File: config.mk
export PLATFORM = sky130hd
export DESIGN_NAME = atc_core
export DESIGN_NICKNAME = d
export VERILOG_FILES = /design/src/hw/atc_pkg.sv /design/src/hw/atc_decode.sv /design/src/hw/atc_core.sv
export VERILOG_INCLUDE_DIRS = /design/src /design/src/hw
export SDC_FILE = /design/constraint.sdc
export NUM_CORES = 1
export LEC_CHECK = 0
export ABC_AREA = 1
export BUFFER_PORTS_ARGS = -buffer_cell sky130_fd_sc_hd__buf_2
export CAP_MARGIN = 10
export CORE_MARGIN = 2
export CORE_UTILIZATION = 50
export CTS_CLUSTER_DIAMETER = 80
export DETAILED_ROUTE_END_ITERATION = 8
export PLACE_DENSITY = 0.69
export SETUP_SLACK_MARGIN = 0.4
export SYNTH_ARGS = -nofsm -noshare
export SYNTH_HDL_FRONTEND = slang
export SYNTH_HIERARCHICAL = 1
export SYNTH_SLANG_ARGS = --single-unit
File: constraint.sdc
create_clock -name clock -period 2.8 [get_ports clock]
set_input_delay 0.28 -clock clock [delete_from_list [all_inputs] [get_ports clock]]
set_output_delay 0.28 -clock clock [all_outputs]
set_load 0.01 [all_outputs]
File: src/hw/atc_cfg.svh
`ifndef ATC_CFG_SVH
`define ATC_CFG_SVH

// ==========================================================================
// Task-file offsets
// ==========================================================================
`define ATC_OFF_FEAT_ERR  4'h1
`define ATC_OFF_SCOUNT    4'h2
`define ATC_OFF_SNUM      4'h3
`define ATC_OFF_CYL_LO    4'h4
`define ATC_OFF_CYL_HI    4'h5
`define ATC_OFF_DH        4'h6
`define ATC_OFF_STAT_CMD  4'h7
`define ATC_OFF_ALT_CTRL  4'he
`define ATC_OFF_DRV_ECHO  4'hf

// ==========================================================================
// Field positions and reset values
// ==========================================================================
`define ATC_DH_LBA_BIT    6
`define ATC_DH_DRV_BIT    4
`define ATC_DH_RST        8'ha0
`define ATC_CTRL_SRST_BIT 2
`define ATC_ERR_ABRT_BIT  2
`define ATC_ST_BSY        7
`define ATC_ST_RDY        6
`define ATC_ST_DWF        5
`define ATC_ST_DSC        4
`define ATC_ST_DRQ        3
`define ATC_ST_ERR        0
`define ATC_ECHO_WR_GATE  6
`define ATC_ECHO_DS1      1
`define ATC_ECHO_DS0      0
`define ATC_BSY_ONLY      8'h80
`define ATC_USE_FR        0
`define ATC_USE_SC        1
`define ATC_USE_SN        2
`define ATC_USE_CY        3
`define ATC_USE_DH        4
`define ATC_USE_LBA       5

// ==========================================================================
// Timing
// ==========================================================================
`define ATC_CLK_PERIOD_PS 25000
`define ATC_BSY_SET_NS    400
`define ATC_BSY_SET_CYC   ((`ATC_BSY_SET_NS * 1000) / `ATC_CLK_PERIOD_PS)
`define ATC_DRQ2_US       700
`define ATC_DRQ2_CYC      ((`ATC_DRQ2_US * 64'd1000000) / `ATC_CLK_PERIOD_PS)
`define ATC_DRQ3_MS       20
`define ATC_DRQ3_CYC      ((`ATC_DRQ3_MS * 64'd1000000000) / `ATC_CLK_PERIOD_PS)

// ==========================================================================
// Command codes
// ==========================================================================
`define ATC_C_CHKPWR_A    8'he5
`define ATC_C_CHKPWR_B    8'h98
`define ATC_C_DIAG        8'h90
`define ATC_C_ERASE       8'hc0
`define ATC_C_FORMAT      8'h50
`define ATC_C_IDENT       8'hec
`define ATC_C_IDLE_A      8'he3
`define ATC_C_IDLE_B      8'h97
`define ATC_C_IDLEI_A     8'he1
`define ATC_C_IDLEI_B     8'h95
`define ATC_C_INITP       8'h91
`define ATC_C_RDBUF       8'he4
`define ATC_C_RDDMA       8'hc8
`define ATC_C_RDMUL       8'hc4
`define ATC_C_RD_A        8'h20
`define ATC_C_RD_B        8'h21
`define ATC_C_VFY_A       8'h40
`define ATC_C_VFY_B       8'h41
`define ATC_C_RECAL       8'h1?
`define ATC_C_SENSE       8'h03
`define ATC_C_SEEK        8'h7?
`define ATC_C_SETFEAT     8'hef
`define ATC_C_SETMUL      8'hc6
`define ATC_C_SLEEP_A     8'he6
`define ATC_C_SLEEP_B     8'h99
`define ATC_C_STBY_A      8'he2
`define ATC_C_STBY_B      8'h96
`define ATC_C_STBYI_A     8'he0
`define ATC_C_STBYI_B     8'h94
`define ATC_C_XLATE       8'h87
`define ATC_C_WEAR        8'hf5
`define ATC_C_WRBUF       8'he8
`define ATC_C_WRDMA       8'hca
`define ATC_C_WRMUL       8'hc5
`define ATC_C_WRMUL_NE    8'hcd
`define ATC_C_WR_A        8'h30
`define ATC_C_WR_B        8'h31
`define ATC_C_WR_NE       8'h38
`define ATC_C_WRVFY       8'h3c

`endif

File: src/hw/atc_pkg.sv
package atc_pkg;

   // Acceptance class of a decoded command; none marks an unsupported code.
   typedef enum logic [1:0] {
      ATC_CLS_NONE,
      ATC_CLS_1,
      ATC_CLS_2,
      ATC_CLS_3
   } atc_class_t;

   // Command sequencer states.
   typedef enum logic [2:0] {
      ATC_IDLE,
      ATC_EXEC,
      ATC_PREP,
      ATC_HANDOFF,
      ATC_XFER,
      ATC_FAIL
   } atc_state_t;

endpackage

File: src/hw/atc_decode.sv
`include "atc_cfg.svh"

module atc_decode
   import atc_pkg::*;
(
   input  wire logic [7:0] code,
   output atc_class_t      cls,
   output logic [5:0]      use_mask,
   output logic            is_write
);

   localparam logic [5:0] U_MEDIA = 6'h3e;
   localparam logic [5:0] U_FMT   = 6'h3a;
   localparam logic [5:0] U_SEEK  = 6'h3c;
   localparam logic [5:0] U_SCDH  = 6'h12;
   localparam logic [5:0] U_FRDH  = 6'h11;
   localparam logic [5:0] U_DH    = 6'h10;

   // Command table: class, used registers with LBA support, and write nature.
   always_comb begin
      cls      = ATC_CLS_1;
      use_mask = U_DH;
      is_write = 1'b0;
      casez (code)
         `ATC_C_ERASE, `ATC_C_RDDMA, `ATC_C_RDMUL, `ATC_C_RD_A, `ATC_C_RD_B,
         `ATC_C_VFY_A, `ATC_C_VFY_B, `ATC_C_XLATE: begin
            use_mask = U_MEDIA;
         end
         `ATC_C_WRDMA: begin
            use_mask = U_MEDIA;
            is_write = 1'b1;
         end
         `ATC_C_WRMUL, `ATC_C_WRMUL_NE, `ATC_C_WR_A, `ATC_C_WR_B, `ATC_C_WR_NE: begin
            cls      = ATC_CLS_2;
            use_mask = U_MEDIA;
            is_write = 1'b1;
         end
         `ATC_C_WRVFY: begin
            cls      = ATC_CLS_3;
            use_mask = U_MEDIA;
            is_write = 1'b1;
         end
         `ATC_C_FORMAT: begin
            cls      = ATC_CLS_2;
            use_mask = U_FMT;
            is_write = 1'b1;
         end
         `ATC_C_SEEK: use_mask = U_SEEK;
         `ATC_C_IDLE_A, `ATC_C_IDLE_B, `ATC_C_INITP, `ATC_C_SETMUL: begin
            use_mask = U_SCDH;
         end
         `ATC_C_SETFEAT: use_mask = U_FRDH;
         `ATC_C_WRBUF: begin
            cls      = ATC_CLS_2;
            is_write = 1'b1;
         end
         `ATC_C_CHKPWR_A, `ATC_C_CHKPWR_B, `ATC_C_DIAG, `ATC_C_IDENT,
         `ATC_C_IDLEI_A, `ATC_C_IDLEI_B, `ATC_C_RDBUF, `ATC_C_RECAL,
         `ATC_C_SENSE, `ATC_C_SLEEP_A, `ATC_C_SLEEP_B, `ATC_C_STBY_A,
         `ATC_C_STBY_B, `ATC_C_STBYI_A, `ATC_C_STBYI_B, `ATC_C_WEAR: begin
            use_mask = U_DH;
         end
         default: begin
            cls      = ATC_CLS_NONE;
            use_mask = 6'h00;
         end
      endcase
   end

endmodule

File: src/hw/atc_core.sv
// Functional notes
// - Drive-address bit 6 reads low during a write, high otherwise.
// - Drive-address bits 5..2 return inverted head bits 3..0 in order.
// - Drive-address bit 1 reads zero when drive 1 is active and selected.
// - Drive-address bit 0 reads zero when drive 0 is active and selected.
// - Class 1 command raises busy within 400 ns of the code write.
// - Class 2: busy, prepare buffer, data request within 700 us, busy clears.
// - Class 3: busy, prepare buffer, data request within 20 ms, busy clears.
// - Sector count zero means 256 sectors; other values count directly.
// - Head number is the four-bit drive/head field, zero to fifteen.
// - Each command uses only its marked task-file registers, others ignored.
// - Block addressing is honoured only for commands that support it.
// - Decode read, write, multiple, DMA and verify transfer command codes.
// - Decode check power, idle, idle immediate, standby, standby immediate, sleep.
// - Code CDh is a multiple write without erase.
// - Code 38h is a sector write without erase.
// - Implement all supported commands, diagnostic, erase, identify, features, multiple.
// - Drive/head bit 6 chooses CHS when zero, block addressing when one.
// - While busy the host is locked out and only busy is valid.
// - Data request is set whenever host data transfer is needed.
`include "atc_cfg.svh"

module atc_core
   import atc_pkg::*;
#(
   parameter int unsigned DRQ2_CYCLES = 32'(`ATC_DRQ2_CYC),
   parameter int unsigned DRQ3_CYCLES = 32'(`ATC_DRQ3_CYC)
)
(
   input  wire logic        clock,
   input  wire logic        rst_n,
   input  wire logic        clk_en,
   input  wire logic [3:0]  tf_addr,
   input  wire logic        tf_wr,
   input  wire logic        tf_rd,
   input  wire logic [7:0]  tf_wdata,
   output logic      [7:0]  tf_rdata,
   input  wire logic        drive_id,
   input  wire logic        card_ready,
   input  wire logic        write_fault,
   input  wire logic        buf_ready,
   input  wire logic        cmd_done,
   input  wire logic        cmd_error,
   output logic             cmd_start,
   output logic      [7:0]  cmd_code,
   output logic             cmd_write,
   output logic             par_lba,
   output logic      [8:0]  par_count,
   output logic      [7:0]  par_feature,
   output logic      [7:0]  par_sector,
   output logic      [15:0] par_cyl,
   output logic      [3:0]  par_head,
   output logic             busy,
   output logic             drq
);

   localparam int BSY_LIMIT = `ATC_BSY_SET_CYC;

   // ======================================================================
   // Helpers
   // ======================================================================
   // A zero count stands for a full 256-sector request.
   function automatic logic [8:0] atc_sectors(input logic [7:0] sc);
      atc_sectors = (sc == 8'h00) ? 9'h100 : {1'b0, sc};
   endfunction

   // ======================================================================
   // Task-file storage
   // ======================================================================
   logic [7:0]  feature;
   logic [7:0]  scount;
   logic [7:0]  snum;
   logic [7:0]  cyl_lo;
   logic [7:0]  cyl_hi;
   logic [7:0]  dh;
   logic        srst;
   logic        busy_q;
   logic        err;
   logic [31:0] wd_cnt;
   atc_state_t  state;
   atc_class_t  cur_cls;
   atc_class_t  dec_cls;
   logic [5:0]  dec_use;
   logic        dec_write;
   logic        accept;
   logic        write_active;
   logic [31:0] wd_limit;
   logic [7:0]  status_val;
   logic [7:0]  echo_val;

   atc_decode u_decode (
      .code     (tf_wdata),
      .cls      (dec_cls),
      .use_mask (dec_use),
      .is_write (dec_write)
   );

   // Soft reset holds the card busy, so the lockout covers it too.
   assign busy = busy_q | srst;

   // Parameter writes are refused while busy; the host is locked out.
   always_ff @(posedge clock or negedge rst_n) begin
      if (!rst_n) begin
         feature <= 8'h00;
         scount  <= 8'h00;
         snum    <= 8'h00;
         cyl_lo  <= 8'h00;
         cyl_hi  <= 8'h00;
         dh      <= `ATC_DH_RST;
      end else if (clk_en && tf_wr && !busy) begin
         case (tf_addr)
            `ATC_OFF_FEAT_ERR: feature <= tf_wdata;
            `ATC_OFF_SCOUNT:   scount  <= tf_wdata;
            `ATC_OFF_SNUM:     snum    <= tf_wdata;
            `ATC_OFF_CYL_LO:   cyl_lo  <= tf_wdata;
            `ATC_OFF_CYL_HI:   cyl_hi  <= tf_wdata;
            `ATC_OFF_DH:       dh      <= tf_wdata;
            default: ;
         endcase
      end
   end

   // The control register stays writable while busy so a hung card can be reset.
   always_ff @(posedge clock or negedge rst_n) begin
      if (!rst_n) begin
         srst <= 1'b0;
      end else if (clk_en && tf_wr && tf_addr == `ATC_OFF_ALT_CTRL) begin
         srst <= tf_wdata[`ATC_CTRL_SRST_BIT];
      end
   end

   // ======================================================================
   // Command acceptance
   // ======================================================================
   // The code is taken only once the parameters sit in the file and busy is low.
   assign accept = clk_en && tf_wr && tf_addr == `ATC_OFF_STAT_CMD
                   && !busy && !drq;

   assign wd_limit = (cur_cls == ATC_CLS_3) ? DRQ3_CYCLES : DRQ2_CYCLES;

   // Busy is raised on the edge that takes the code, well inside the limit.
   always_ff @(posedge clock or negedge rst_n) begin
      if (!rst_n) begin
         state     <= ATC_IDLE;
         busy_q    <= 1'b0;
         drq       <= 1'b0;
         err       <= 1'b0;
         cur_cls   <= ATC_CLS_NONE;
         cmd_write <= 1'b0;
         cmd_start <= 1'b0;
         cmd_code  <= 8'h00;
         wd_cnt    <= 32'h0;
      end else if (clk_en) begin
         cmd_start <= 1'b0;
         if (srst) begin
            state  <= ATC_IDLE;
            busy_q <= 1'b0;
            drq    <= 1'b0;
            err    <= 1'b0;
         end else begin
            case (state)
               ATC_IDLE: begin
                  if (accept) begin
                     busy_q    <= 1'b1;
                     err       <= 1'b0;
                     cur_cls   <= dec_cls;
                     cmd_write <= dec_write;
                     cmd_code  <= tf_wdata;
                     wd_cnt    <= 32'h0;
                     cmd_start <= (dec_cls != ATC_CLS_NONE);
                     case (dec_cls)
                        ATC_CLS_NONE: state <= ATC_FAIL;
                        ATC_CLS_1:    state <= ATC_EXEC;
                        default:      state <= ATC_PREP;
                     endcase
                  end
               end
               ATC_EXEC: begin
                  if (buf_ready) begin
                     drq   <= 1'b1;
                     state <= ATC_HANDOFF;
                  end else if (cmd_done) begin
                     busy_q <= 1'b0;
                     err    <= cmd_error;
                     state  <= ATC_IDLE;
                  end
               end
               ATC_PREP: begin
                  // A buffer that never comes ready ends the command in error.
                  if (buf_ready) begin
                     drq   <= 1'b1;
                     state <= ATC_HANDOFF;
                  end else if (wd_cnt >= wd_limit - 32'd1) begin
                     busy_q <= 1'b0;
                     err    <= 1'b1;
                     state  <= ATC_IDLE;
                  end else begin
                     wd_cnt <= wd_cnt + 32'd1;
                  end
               end
               ATC_HANDOFF: begin
                  busy_q <= 1'b0;
                  state  <= ATC_XFER;
               end
               ATC_XFER: begin
                  if (cmd_done) begin
                     drq   <= 1'b0;
                     err   <= cmd_error;
                     state <= ATC_IDLE;
                  end
               end
               ATC_FAIL: begin
                  busy_q <= 1'b0;
                  err    <= 1'b1;
                  state  <= ATC_IDLE;
               end
               default: state <= ATC_IDLE;
            endcase
         end
      end
   end

   // Parameters are latched through each command's usage mask; unused ones read zero.
   always_ff @(posedge clock or negedge rst_n) begin
      if (!rst_n) begin
         par_feature <= 8'h00;
         par_count   <= 9'h000;
         par_sector  <= 8'h00;
         par_cyl     <= 16'h0000;
         par_head    <= 4'h0;
         par_lba     <= 1'b0;
      end else if (accept) begin
         par_feature <= dec_use[`ATC_USE_FR] ? feature : 8'h00;
         par_count   <= dec_use[`ATC_USE_SC] ? atc_sectors(scount) : 9'h000;
         par_sector  <= dec_use[`ATC_USE_SN] ? snum : 8'h00;
         par_cyl     <= dec_use[`ATC_USE_CY] ? {cyl_hi, cyl_lo} : 16'h0000;
         par_head    <= dec_use[`ATC_USE_DH] ? dh[3:0] : 4'h0;
         par_lba     <= dec_use[`ATC_USE_LBA]
                        & dh[`ATC_DH_LBA_BIT];
      end
   end

   // ======================================================================
   // Read side
   // ======================================================================
   assign write_active = cmd_write && state != ATC_IDLE;

   // While busy nothing but busy is valid, so the rest reads as zero.
   always_comb begin
      if (busy) begin
         status_val = `ATC_BSY_ONLY;
      end else begin
         status_val = 8'h00;
         status_val[`ATC_ST_RDY] = card_ready;
         status_val[`ATC_ST_DWF] = write_fault;
         status_val[`ATC_ST_DSC] = card_ready;
         status_val[`ATC_ST_DRQ] = drq;
         status_val[`ATC_ST_ERR] = err;
      end
   end

   // Bit 7 is left low; the card does not own it and a floppy controller may.
   always_comb begin
      echo_val = 8'h00;
      echo_val[`ATC_ECHO_WR_GATE] = !write_active;
      echo_val[5:2] = ~dh[3:0];
      echo_val[`ATC_ECHO_DS1] = !(dh[`ATC_DH_DRV_BIT] && drive_id);
      echo_val[`ATC_ECHO_DS0] = !(!dh[`ATC_DH_DRV_BIT] && !drive_id);
   end

   // Reads answer one edge after the strobe.
   always_ff @(posedge clock or negedge rst_n) begin
      if (!rst_n) begin
         tf_rdata <= 8'h00;
      end else if (clk_en && tf_rd) begin
         case (tf_addr)
            `ATC_OFF_FEAT_ERR: tf_rdata <= {5'h00, err, 2'b00};
            `ATC_OFF_SCOUNT:   tf_rdata <= scount;
            `ATC_OFF_SNUM:     tf_rdata <= snum;
            `ATC_OFF_CYL_LO:   tf_rdata <= cyl_lo;
            `ATC_OFF_CYL_HI:   tf_rdata <= cyl_hi;
            `ATC_OFF_DH:       tf_rdata <= dh;
            `ATC_OFF_STAT_CMD,
            `ATC_OFF_ALT_CTRL: tf_rdata <= status_val;
            `ATC_OFF_DRV_ECHO: tf_rdata <= echo_val;
            default:           tf_rdata <= 8'h00;
         endcase
      end
   end

   // ======================================================================
   // Checks
   // ======================================================================
   busy_on_accept_a: assert property (@(posedge clock) disable iff (!rst_n)
      accept |=> busy && $past(busy) == 1'b0 && BSY_LIMIT >= 1)
      else $error("busy not raised after command write");
   drq_then_idle_a: assert property (@(posedge clock) disable iff (!rst_n)
      (state == ATC_PREP && buf_ready && clk_en && !srst) |=> drq && busy
      ##1 (!clk_en || !busy))
      else $error("busy did not clear after data request");
   prep_bound_a: assert property (@(posedge clock) disable iff (!rst_n)
      state == ATC_PREP |-> wd_cnt < wd_limit)
      else $error("buffer preparation overran its limit");
   busy_masks_status_a: assert property (@(posedge clock) disable iff (!rst_n)
      busy |-> status_val == `ATC_BSY_ONLY)
      else $error("status bits visible while busy");
   drq_status_a: assert property (@(posedge clock) disable iff (!rst_n)
      !busy |-> status_val[`ATC_ST_DRQ] == drq && (drq || state != ATC_XFER))
      else $error("data request not reported");
   write_gate_a: assert property (@(posedge clock) disable iff (!rst_n)
      echo_val[`ATC_ECHO_WR_GATE] == !(cmd_write && state != ATC_IDLE))
      else $error("write gate bit wrong");
   head_echo_a: assert property (@(posedge clock) disable iff (!rst_n)
      (echo_val[5:2] ^ dh[3:0]) == 4'hf)
      else $error("head echo not inverted");
   drive_sel_a: assert property (@(posedge clock) disable iff (!rst_n)
      echo_val[`ATC_ECHO_DS1] == !(dh[`ATC_DH_DRV_BIT] & drive_id)
      && echo_val[`ATC_ECHO_DS0] != echo_val[`ATC_ECHO_DS1] | (drive_id
      != dh[`ATC_DH_DRV_BIT]))
      else $error("drive select echo wrong");
   count_zero_a: assert property (@(posedge clock) disable iff (!rst_n)
      (accept && dec_use[`ATC_USE_SC] && scount == 8'h00) |=> par_count == 9'h100)
      else $error("zero sector count not taken as 256");
   unsupported_a: assert property (@(posedge clock) disable iff (!rst_n)
      (accept && dec_cls == ATC_CLS_NONE) |=> busy && !cmd_start
      ##1 (!clk_en || (!busy && err)))
      else $error("unsupported command did not end in error");

endmodule

Word-level counts from Yosys, hierarchy flattened. Cells that the tools add are included.

Flip-flop bits (word level): 153. Bits of input ports: 23.

$add $sub $neg: 2. $lt $le $gt $ge: 1. Equality and inequality tests: 66. Mux-type cells: 44. Bitwise logic cells: 4. Reductions and logical operators: 47.

Operators with widths (number): $eq 8x8->1 const B (27); $mux 32 (3); $pmux 32 s2 (1); $pmux 8 s8 (1); $eq 8x6->1 const B (6); $pmux 6 s6 (1); $add 32x1->32 const B (1); $ge 32x32->1 (1); $reduce_or 31->1 (1); $eq 8x7->1 const B (3); $mux 8 (3); $sub 20x1->21 const B (1); $eq 4x3->1 const B (5); $mux 20 (1); $mux 1 (18); $mux 3 (6); $mux 9 (2); $ne 3x3->1 const B (6); $reduce_or 17->1 (1); $mux 16 (1); $pmux 3 s5 (1); $reduce_or 15->1 (1); $reduce_and 2->1 (6); $reduce_and 6->1 (2); 38 further kinds (65).

Logic depth before layout (Yosys ltp). Gate-level depths: netlist (run 1).

Depth after elaboration: 8. Gate-level depth with buffers: 15. Mapped depth without buffers: 15.

Modules after synthesis. Netlist (run 1), hierarchy kept.

Modules (own cells, without submodules): atc_core (times used 1, cells an instance 899, area each 7313.3 um^2, seq. area each 3831.2 um^2); atc_decode (times used 1, cells an instance 144, area each 620.6 um^2, seq. area each 0.0 um^2).

Worst setup path after synthesis (run 1). Ideal clock, no wire load.

Path type: flip-flop to flip-flop. Start point: register cur_cls[1]. End point: register wd_cnt[15]. Setup time: 0.074 ns. Arrival time: 2.075 ns. Slack: 0.651 ns. Stages on the path, launching flop included: 12. Clock period less this slack: 2.149 ns. Cell sequence: dfrtp_1 > nand2_1 > ha_1 > nand2_1 > o21bai_1 > nand2_1 > nor3_1 > nand2_1 > nand2_1 > clkbuf_1 > nand4_1 > o21ai_2.

Cells in the longest elaborated chain, start to end: 6.

Ends and longest elaborated chain: from (decl) (RTL line atc_core.sv:81) `atc_class_t cur_cls;`; from (signal assigned) (RTL line atc_core.sv:166) `cur_cls <= dec_cls;`; $eq 2x2->1 (RTL line atc_core.sv:139) `assign wd_limit = (cur_cls == ATC_CLS_3) ? DRQ3_CYCLES : DRQ2_CYCLES;`; $mux 20 (RTL line atc_core.sv:139); $sub 20x1->21 (RTL line atc_core.sv:193) `end else if (wd_cnt >= wd_limit - 32'd1) begin`; $ge 32x32->1 (RTL line atc_core.sv:193); $ne 2x2->1 (no source line); $reduce_and 6->1 (no source line); to (signal assigned) (RTL line atc_core.sv:198) `wd_cnt <= wd_cnt + 32'd1;`; to (decl) (RTL line atc_core.sv:79) `logic [31:0] wd_cnt;`.

Every way passes these cells. A chain may end at the register's enable or synchronous reset.

Worst setup path in the final report (run 1).
Start point: register cur_cls[1]. End point: register wd_cnt[16].

Same word-level chain as after synthesis.

==> results of run 1 <==
## worst reg2reg max path, stage by stage (launching register included)
cell	delay, ns
dfrtp_1	0.43
nand2_2	0.16
ha_1	0.32
nand2_1	0.08
o21bai_1	0.10
nand2_1	0.07
nor3_2	0.21
nand2_1	0.12
nand2_4	0.16
buf_4	0.23
nand3_1	0.09
nand2_1	0.06
nand2_1	0.05
## cell usage in the layout, fill, tap and decap left out, types with 2 or more instances in the layout
cell / n
buf_4: 11
clkbuf_16: 17
nor4_1: 6
nor3_1: 13
clkinv_1: 4
dfrtp_1: 151
nor2_1: 63
buf_2: 87
clkinv_2: 2
inv_1: 105
nand4_1: 32
nand2_1: 312
nor2_2: 6
inv_8: 3
xor2_1: 8
clkbuf_8: 2
clkinvlp_4: 3
o21ai_0: 135
a221oi_1: 5
or2_2: 2
nand3_1: 104
o21ai_1: 3
o21bai_1: 3
nand2_2: 5
a21oi_1: 7
dfstp_2: 2
inv_6: 4
mux2_2: 2
nor2_4: 2
ha_1: 6
a22o_1: 2
o2111ai_1: 3
nand2_4: 2
o211ai_1: 3
inv_2: 4
o21ai_2: 2
## state kept, by name (all words and copies together) (netlist names), 2 cells and up
| name | count |
|---|---|
| cmd_code | 8 |
| cur_cls | 2 |
| cyl_hi | 8 |
| cyl_lo | 8 |
| dh | 8 |
| feature | 8 |
| par_count | 9 |
| par_cyl | 16 |
| par_feature | 8 |
| par_head | 4 |
| par_sector | 8 |
| scount | 8 |
| snum | 8 |
| state | 3 |
| tf_rdata | 8 |
| wd_cnt | 32 |
## what timing repair did
| item | 4_1_cts | 5_1_grt |
|---|---|---|
| hold endpoints to repair | 57 | 0 |
| hold buffers | 1 | 0 |
| setup buffers | 0 | 0 |
| endpoints found under the setup margin | 29 | 31 |
| resized for setup | 2 | 5 |
| gates cloned | 0 | 0 |
## through the flow
stage / hold slack, ns / cell area (sq um) / instances
finish: 0.201 / 9210 / 1355
global route: 0.189 / 9210 / 1355
detailed placement: 0.305 / 8590 / 1322
CTS: 0.179 / 9190 / 1355
floorplan: -0.0156 / 7930 / 1043
global placement: 0.300 / 8590 / 1322
## routing by layer
layer / part of all wire, % / track usage (%)
met5: 0 / 0
met4: 2.1 / 7.53
met3: 7.2 / 6.19
met2: 44 / 40.2
met1: 47 / 39.6
## final timing paths
check | to | depth (start not counted)
setup reg to reg | wd_cnt[16]$_DFFE_PN0P_ | 12
max in group asynchronous | dh[7]$_DFFE_PN1P_ | 3
hold reg to reg | wd_cnt[23]$_DFFE_PN0P_ | 2
setup / recovery | wd_cnt[16]$_DFFE_PN0P_ | 12
min in group asynchronous | wd_cnt[2]$_DFFE_PN0P_ | 2
hold / removal | cmd_start$_DFFE_PN0P_ | 2
## cell type report
cell class	count	share of cell area, %
clock inverters	13	1.43
flip-flops and latches	153	41.6
repair buffers	101	6.07
multi-input cells	739	38.4
clock buffers	19	4.92
well taps	216	2.93
inverters	114	4.67
## report_power, final
| part | internal [uW] | leakage (uW) | switching, uW |
|---|---|---|---|
| Clock | 1300 | 0.000283 | 990 |
| Combinational | 438 | 0.00265 | 926 |
| Sequential | 2510 | 0.00207 | 307 |
## kinds of logic (layout without fill, tap and decap cells)
family                   after synthesis  in the layout  share of synthesized area [%]
AND/OR/NAND/NOR                      554            554                           30.5
XOR/XNOR                               8              8                          0.883
multiplexers                           2              2                          0.284
adder cells (fa/ha/maj)                6              6                          0.946
flip-flops                           153            153                           48.3
buffers and inverters                151            247                           7.44
AO/OA/AOI/OAI                        169            169                           11.7
==> reports/metrics.yaml, run 1 <==
p_leak_uw: 0.00501
post_drt_wl_per_cell_um: 16.2
grt-ovfl-total: 0
vdd_drop_max_v: 0.000428
crit_path_end_kind: "register"
rr_startpoint: "cur_cls[1]$_DFFE_PN0P_"
synthTopCellsByArea: "dfrtp_1 48%, nand2_1 15%, o21ai_0 8.5%"
drt_first_iter_violations: 555
antenna_cells: 0
path_class: "reg2reg"
clk_latency_ns: 0.43
drv_cap: 0
ant_nets: 0
synth_edf_count: 0
final_max_slew_viol_count: 0
ys.flop_type: "dfrtp_1"
crit_family: "simple AND/OR/NAND/NOR gates"
die_h_um: 130
htree_levels: 4
drc: 0
synth_async_sr_flop_share_pct: 100
path_cells: "nand2_2, ha_1, nand2_1, o21bai_1, nand2_1, nor3_2, nand2_1, nand2_4, buf_4, nand3_1, nand2_1, nand2_1"
grt_start_max_net_pins: 62
rows: 46
min_period_over_period_pct: 79.0
cts_max_path_buffers: 2
finClkSkew_ns: 0.0112
gp_congestion: 0.952
power_uw: 6460
clock-sinks: 153
fin_nets: 1155
max_stage_delay_ns: 0.43
yosysSeqAreaShare_pct: 48.3
hp-start: "clk_en"
synth_common_cells: "315 x nand2_1, 151 x dfrtp_1, 135 x o21ai_0"
synth-seq-cells: 153
core_sq_um: 15700
routed_via_density: 5.47
synth.largest_area_cell: "dfrtp_1"
cp_max_fo: 14
crit_path_start_kind: "register"
wl_um: 21900
syn_nets: 1072
grt_pass1_vias: 6843
min_period_ns: 2.21
synthCells: 1043
synth.distinct_cells: 46
syn_area_sq_um: 7930
cts_tree: "done"
yosysMostFrequentCell: "nand2_1"
portBuffers: 88
syn_area_per_cell_sq_um: 7.61
rsz0062_at_grt: "false"
io_pins: 89
worst_slack_ns: 0.589
clk_pin_slew_ns: 0.07
finalSetupViolations: 0
cp_num_buf_inv: 1
post-route-util_pct: 58.6
cts-root-buf: "clkbuf_16"
crit_arrival_ns: 2.53
hold_class: "in2reg"
crit_path_start: "cur_cls[1]$_DFFE_PN0P_"
syn_to_final_growth_pct: 16.1
cp_data_required_time_ns: 3.11
seq_area_sq_um: 3830
grt_pass1_wl_um: 35300
yosysTopAreaCellShare_pct: 47.6
preCtsSetupSlack_ns: 0.237
power.density_nw_per_um2: 702
status: "complete, no violations"
crit_top_cell: "nand2_1"
max_freq_mhz: 452
dpl.hpwl_um: 15800
finalSetupTns_ns: 0
multi_input_area_sq_um: 3530
initial_core_util_pct: 50.5
yosysWarnings: 6
vias: 7409
hold_viol_final: 0
crit_slowest_cell: "dfrtp_1"
nFillCells: 1478
first_pass_iters: 7
numCtsBuffers: 17
r2r_slack_ns: 0.59
dieArea_sq_um: 16900
die_w_um: 130
antenna_found_initial: 0
worst_pin_slew_ns: 0.595
drive_gt1_share_pct: 14.5
grt_usage_pct: 26.9
max-slew-margin-rel_pct: 60.3
No activity file was read; power rests on OpenSTA's default activity.
==> run 2, diff against run 1 <==
- PLACE_DENSITY: 0.69 -> 0.72
- clock period: 2.8 -> 1.9 ns (I/O delays scaled with it)
==> run 2 against run 1 <==
Effect of this change:
- non-clock buffer count up 81
- sequential power up 49%
- first-iteration DRC count up 68%
- critical path depth up 2
- setup slack worse by 0.68 ns
- the flow now finishes with violations (setup timing)
- cell area up 20%
- wire length up 24%
- cell count up 6.3%
==> reports/metrics.yaml, run 2 (synthesis gave the netlist of run 1 again) <==
status: "finished with violations"
violations: "setup timing"
cts_max_path_buffers: 2  # unchanged
dpl.hpwl_um: 16700  # +6.1%
multi_input_area_sq_um: 4340  # +23%
hold_class: "in2reg"
grt_pass1_vias: 7713  # +13%
layout_common_cells: "260 x nand2_1, 151 x dfrtp_1, 102 x inv_1, 91 x o21ai_0, 86 x buf_2"
power.density_nw_per_um2: 958  # +37%
first_pass_iters: 6  # -1
preCtsSetupSlack_ns: -0.103  # -0.340 ns
grt-ovfl-total: 0  # unchanged
gp_congestion: 0.952  # about the same
cts_tree: "done"
mostFrequentLayoutCell: "nand2_1"
rsz0062_at_grt: "true"
layoutNonFillerInstCount: 1440  # +6.3%
die_h_um: 130  # unchanged
largest_reg_flops: 32  # unchanged
cts-root-buf: "clkbuf_16"
routed_via_density: 5.82  # +6.4%
io_pins: 89  # unchanged
placed_cells: 1374  # +3.9%
cp_max_fo: 7  # -7
clk_pin_slew_ns: 0.07  # about the same
die_w_um: 130  # unchanged
grt_start_max_net_pins: 51  # -18%
power_uw: 10600  # +63%
crit_arrival_ns: 2.31  # -0.22 ns
antenna_cells: 0  # unchanged
core_sq_um: 15700  # unchanged
hold_viol_final: 0  # unchanged
drc: 0  # unchanged
antenna_found_initial: 0  # unchanged
rows: 46  # unchanged
drt_first_iter_violations: 933  # +68%
crit_top_cell: "nand2_2"
vdd_drop_max_v: 0.000802  # +88%
worst_pin_slew_ns: 1.12  # +0.527 ns
crit_path_start_kind: "register"
clk_latency_ns: 0.44  # about the same
ant_nets: 0  # unchanged
clock-sinks: 153  # unchanged
nFillCells: 1192  # -19%
wl_um: 27300  # +24%
max_stage_delay_ns: 0.39  # -0.04 ns
min_period_ns: 1.99  # -0.223 ns
max_freq_mhz: 503  # +11%
seq_area_sq_um: 3830  # unchanged
path_cells: "nand2_4, ha_4, nand2_2, o21bai_1, inv_1, nand2_1, nand3_1, nand3_1, nand2_2, buf_4, nand4_1, nand2_2, nand2_1, o21ai_1"
drive_gt1_share_pct: 30.6  # +16 points
p_leak_uw: 0.00564  # +13%
syn_to_final_growth_pct: 38.9
dieArea_sq_um: 16900  # unchanged
finalSetupViolations: 30  # +30
cp_data_required_time_ns: 2.22  # -0.89 ns
finClkSkew_ns: 0.0112  # +0.0000605 ns
post_drt_wl_per_cell_um: 19.0  # +17%
top_regs: "wd_cnt: 32 flops, par_cyl: 16 flops, par_count: 9 flops"
path_class: "reg2reg"
htree_levels: 4  # unchanged
final_max_slew_viol_count: 0  # unchanged
crit_path_end_kind: "register"
largest_register: "wd_cnt"
fin_nets: 1240  # +7.4%
grt_pass1_wl_um: 40700  # +15%
portBuffers: 88  # unchanged
worst_slack_ns: -0.0877  # -0.677 ns
grt_usage_pct: 31.3  # +4.4 points
vias: 8374  # +13%
crit_slowest_cell: "dfrtp_1"
max-slew-margin-rel_pct: 24.5  # -36 points
initial_core_util_pct: 50.5  # unchanged
drv_cap: 0  # unchanged
min_period_over_period_pct: 105  # +26 points
numCtsBuffers: 17  # unchanged
-- run 2: worst paths after layout --
| check | startpoint | endpoint | slack, ns | depth (start not counted) |
|---|---|---|---|---|
| min | clk_en | cmd_start$_DFFE_PN0P_ | 0.14 | 3 |
| min in group asynchronous | rst_n | par_feature[7]$_DFFE_PN0P_ | 0.18 | 2 |
| min reg2reg | wd_cnt[23]$_DFFE_PN0P_ | wd_cnt[23]$_DFFE_PN0P_ | 0.48 | 2 |
| max reg2reg | cur_cls[1]$_DFFE_PN0P_ | state[0]$_DFFE_PN0P_ | -0.09 | 14 |
| max | cur_cls[1]$_DFFE_PN0P_ | state[0]$_DFFE_PN0P_ | -0.09 | 14 |
| max in group asynchronous | rst_n | wd_cnt[13]$_DFFE_PN0P_ | 1.01 | 3 |
-- run 2: routing by layer --
metal  global-route usage [%]  wire, um  vias up
met4                     12.3      1100        0
met3                     7.46      2350      100
met5                        0         0        -
met1                     42.5     11100     3994
met2                     49.1     12800      477
li1                         -         -     3803
-- run 2: per-stage QoR --
step / hold WS [ns] / utilization, % / area [sq um] / setup TNS [ns]
CTS: 0.126 / 66.8 / 10500 / -0.734
global route: 0.160 / 70.2 / 11000 / -5.50
detailed placement: 0.0818 / 57.9 / 9100 / -0.647
finish: 0.141 / 70.2 / 11000 / -1.05
floorplan: -0.106 / - / 8070 / 0
global placement: 0.0790 / 57.9 / 9100 / 0
-- run 2: cell type report --
class	instances	area share (%)
Tap cell	216	2.45
Inverter	114	4.02
Timing Repair inverter	1	0.0795
Multi-Input combinational cell	742	39.4
Clock buffer	20	4.14
Clock inverter	12	1.16
Timing Repair Buffer	182	14.0
Sequential cell	153	34.8
-- run 2: critical path: cells and delay by family, from the launching register on --
family,cells,cell delay (ns)
compound gates,2,0.20
fa+ha+maj,1,0.29
buf+inv,2,0.22
flops,1,0.39
simple gates,9,0.76
-- run 2: power breakdown --
group,switching (uW),internal [uW],total [uW]
Clock,1520,1910,3430
Combinational,1810,1130,2940
Sequential,501,3690,4190
Total,3840,6730,10600
-- run 2: repair_timing --
| action | 4_1_cts | 5_1_grt |
|---|---|---|
| resized for setup | 133 | 113 |
| endpoints found under the setup margin | 132 | 122 |
| endpoints found under the hold margin | 122 | 0 |
| hold buffers | 1 | 0 |
| setup buffers | 13 | 6 |
| pin swaps | 10 | 19 |
| cloned | 9 | 5 |
==> run 3, diff against run 2 <==
- CORE_ASPECT_RATIO: unset -> 1.1
- RECOVER_POWER: unset -> 25
- SLEW_MARGIN: unset -> 20
==> run 3 against run 2 <==
Effect of this change:
- the run still ends with setup timing left
- flip-flop and latch count unchanged
- combinational power rose by 7.8%
- sequential share of layout area fell by 0.11 points
- via count is 0.55% lower
- worst hold slack got worse by 0.0034 ns
- register-to-register slack gained 0.03 ns
- clock power down 1%
- cell count shrank 0.63%
==> reports/metrics.yaml, run 3 (synthesis gave the netlist of run 1 again) <==
hold_class: "in2reg"
min_period_over_period_pct: 103  # -1.7 points
crit_arrival_ns: 2.33  # +0.02 ns
stdcell_area_sq_um: 11100  # +0.31%
met3_usage_pct: 4.40  # -3.1 points
clk_pin_slew_ns: 0.07  # about the same
post-route-util_pct: 70.8  # +0.65 points
use_met2_pct: 48.8  # -0.21 points
path_class: "reg2reg"
largest_register: "wd_cnt"
p_leak_uw: 0.00571  # +1.3%
initial_core_util_pct: 50.8  # +0.32 points
antenna_cells: 0  # unchanged
htree_levels: 4  # unchanged
cp_data_required_time_ns: 2.27  # +0.05 ns
ant_nets: 0  # unchanged
clock-sinks: 153  # unchanged
worst_pin_slew_ns: 1.16  # +0.0424 ns
grt_pass1_wl_um: 38900  # -4.3%
finalSetupViolations: 23  # -23%
worst_slack_ns: -0.0553  # +0.0324 ns
violations: "setup timing"
top_regs: "wd_cnt: 32 flops, par_cyl: 16 flops, par_count: 9 flops"
numCtsBuffers: 17  # unchanged
hold_viol_final: 0  # unchanged
grt_pass1_vias: 7587  # -1.6%
die_h_um: 136  # +4.7%
dieArea_sq_um: 16900  # about the same
die_w_um: 124  # -4.5%
clk_latency_ns: 0.43  # about the same
crit_path_start_kind: "register"
max_freq_mhz: 511  # +1.7%
cts-root-buf: "clkbuf_16"
placed_cells: 1364  # -0.73%
vdd_drop_max_v: 0.000791  # -1.4%
p_clk_share_pct: 31.6  # -0.9 points
finClkSkew_ns: 0.00788  # -0.00335 ns
holdWs_ns: 0.137  # -0.00345 ns
grt_usage_pct: 30.2  # -1.1 points
first_pass_iters: 6  # unchanged
cp_max_fo: 8  # +1
fin_nets: 1247  # +0.56%
drc: 0  # unchanged
gp_congestion: 0.953  # about the same
drv_cap: 0  # unchanged
status: "finished with violations"
power_uw: 10700  # +1.4%
layout_common_cells: "259 x nand2_1, 151 x dfrtp_1, 103 x inv_1, 86 x buf_2, 72 x o21ai_0"
grt_start_max_net_pins: 47  # -7.8%
portBuffers: 88  # unchanged
rows: 48  # +4.3%
syn_to_final_growth_pct: 39.4
mostFrequentLayoutCell: "nand2_1"
drt_first_iter_violations: 884  # -5.3%
cts_max_path_buffers: 2  # unchanged
dpl.hpwl_um: 16900  # +1.2%
antenna_found_initial: 0  # unchanged
wl_um: 26500  # -2.8%
largest_reg_flops: 32  # unchanged
core_sq_um: 15600  # -0.62%
crit_path_end_kind: "register"
final_max_slew_viol_count: 0  # unchanged
power.density_nw_per_um2: 969  # +1.1%
drive_gt1_share_pct: 32.3  # +1.7 points
layoutNonFillerInstCount: 1431  # -0.63%
post_drt_wl_per_cell_um: 18.5  # -2.2%
p_int_uw: 6950  # +3.3%
grt-ovfl-total: 0  # unchanged
vias: 8328  # -0.55%
routed_via_density: 5.82  # about the same
p_comb_share_pct: 29.6  # +1.8 points
grt.busiest_layer: "met2"
io_pins: 89  # unchanged
seq_power_share_pct: 38.8  # -0.9 points
switching_share_pct: 35.1  # -1.2 points
placedInstanceArea_sq_um: 9130  # +0.27%
max-slew-margin-rel_pct: 22.3  # -2.1 points
grt.met1_usage_pct: 40.2  # -2.3 points
rsz0062_at_grt: "true"
cts_tree: "done"
min_period_ns: 1.96  # -0.0324 ns
power_switching_uw: 3760  # -1.9%
run 3: final timing paths:
| check | startpoint | end | slack (ns) | depth (start not counted) |
|---|---|---|---|---|
| min in group asynchronous | rst_n | wd_cnt[10]$_DFFE_PN0P_ | 0.52 | 2 |
| hold reg to reg | tf_rdata[1]$_DFFE_PN0P_ | tf_rdata[1]$_DFFE_PN0P_ | 0.47 | 2 |
| setup reg to reg | cur_cls[0]$_DFFE_PN0P_ | wd_cnt[17]$_DFFE_PN0P_ | -0.06 | 15 |
| hold / removal | tf_wdata[2] | srst$_DFFE_PN0P_ | 0.14 | 3 |
| setup / recovery | cur_cls[0]$_DFFE_PN0P_ | wd_cnt[17]$_DFFE_PN0P_ | -0.06 | 15 |
| max in group asynchronous | rst_n | par_cyl[11]$_DFFE_PN0P_ | 0.29 | 3 |
run 3: worst max-delay path, cell delays in order (launching register included):
cell and delay, ns:
dfrtp_1 0.40, nand2_4 0.12, ha_4 0.28, nand2_2 0.05
o21bai_1 0.11, inv_1 0.05, nand2_1 0.07, nand3_2 0.08
nand3_2 0.10, nand2_4 0.07, nand2_4 0.09, nand2_8 0.10
nand2_8 0.13, buf_6 0.12, nand2_1 0.06, nand2_1 0.07
run 3: metal layers:
metal  wire length (um)  vias up
li1                   -     3803
met1              10500     4014
met2              12900      426
met3               1930       85
met4               1200        0
met5                  0        -
run 3: power groups by stage:
stage | Combinational [uW] | Clock, uW | Sequential, uW
floorplan | 1470 | 0 | 4060
global placement | 2400 | 0 | 4130
detailed placement | 2440 | 0 | 4140
CTS | 2710 | 3420 | 4110
global route | 3450 | 3570 | 4200
finish | 3170 | 3390 | 4160
run 3: area by class of cell:
cell class                      instances  area, sq um
Clock buffer                           21          480
Fill cell                            1165         4560
Clock inverter                         11          109
Inverter                              114          444
Sequential cell                       153         3830
Timing Repair Buffer                  190         1590
Timing Repair inverter                  1         8.76
Multi-Input combinational cell        741         4340
Tap cell                              200          250
run 3: repair_timing:
| action | CTS | global route |
|---|---|---|
| setup endpoints to repair | 96 | 119 |
| endpoints found under the hold margin | 38 | 0 |
| hold buffers | 1 | 0 |
| pin swaps | 22 | 49 |
| buffers inserted | 8 | 17 |
| gates resized for setup | 134 | 143 |
| gates cloned | 5 | 4 |
run 3: through the flow:
step | TNS, ns | setup slack [ns]
after CTS | -0.464 | -0.0375
after global routing | -5.73 | -0.188
after detailed placement | -0.587 | -0.0469
final | -0.509 | -0.0553
after floorplan | 0 | 0.0115
after global placement | -0.00862 | -0.00581
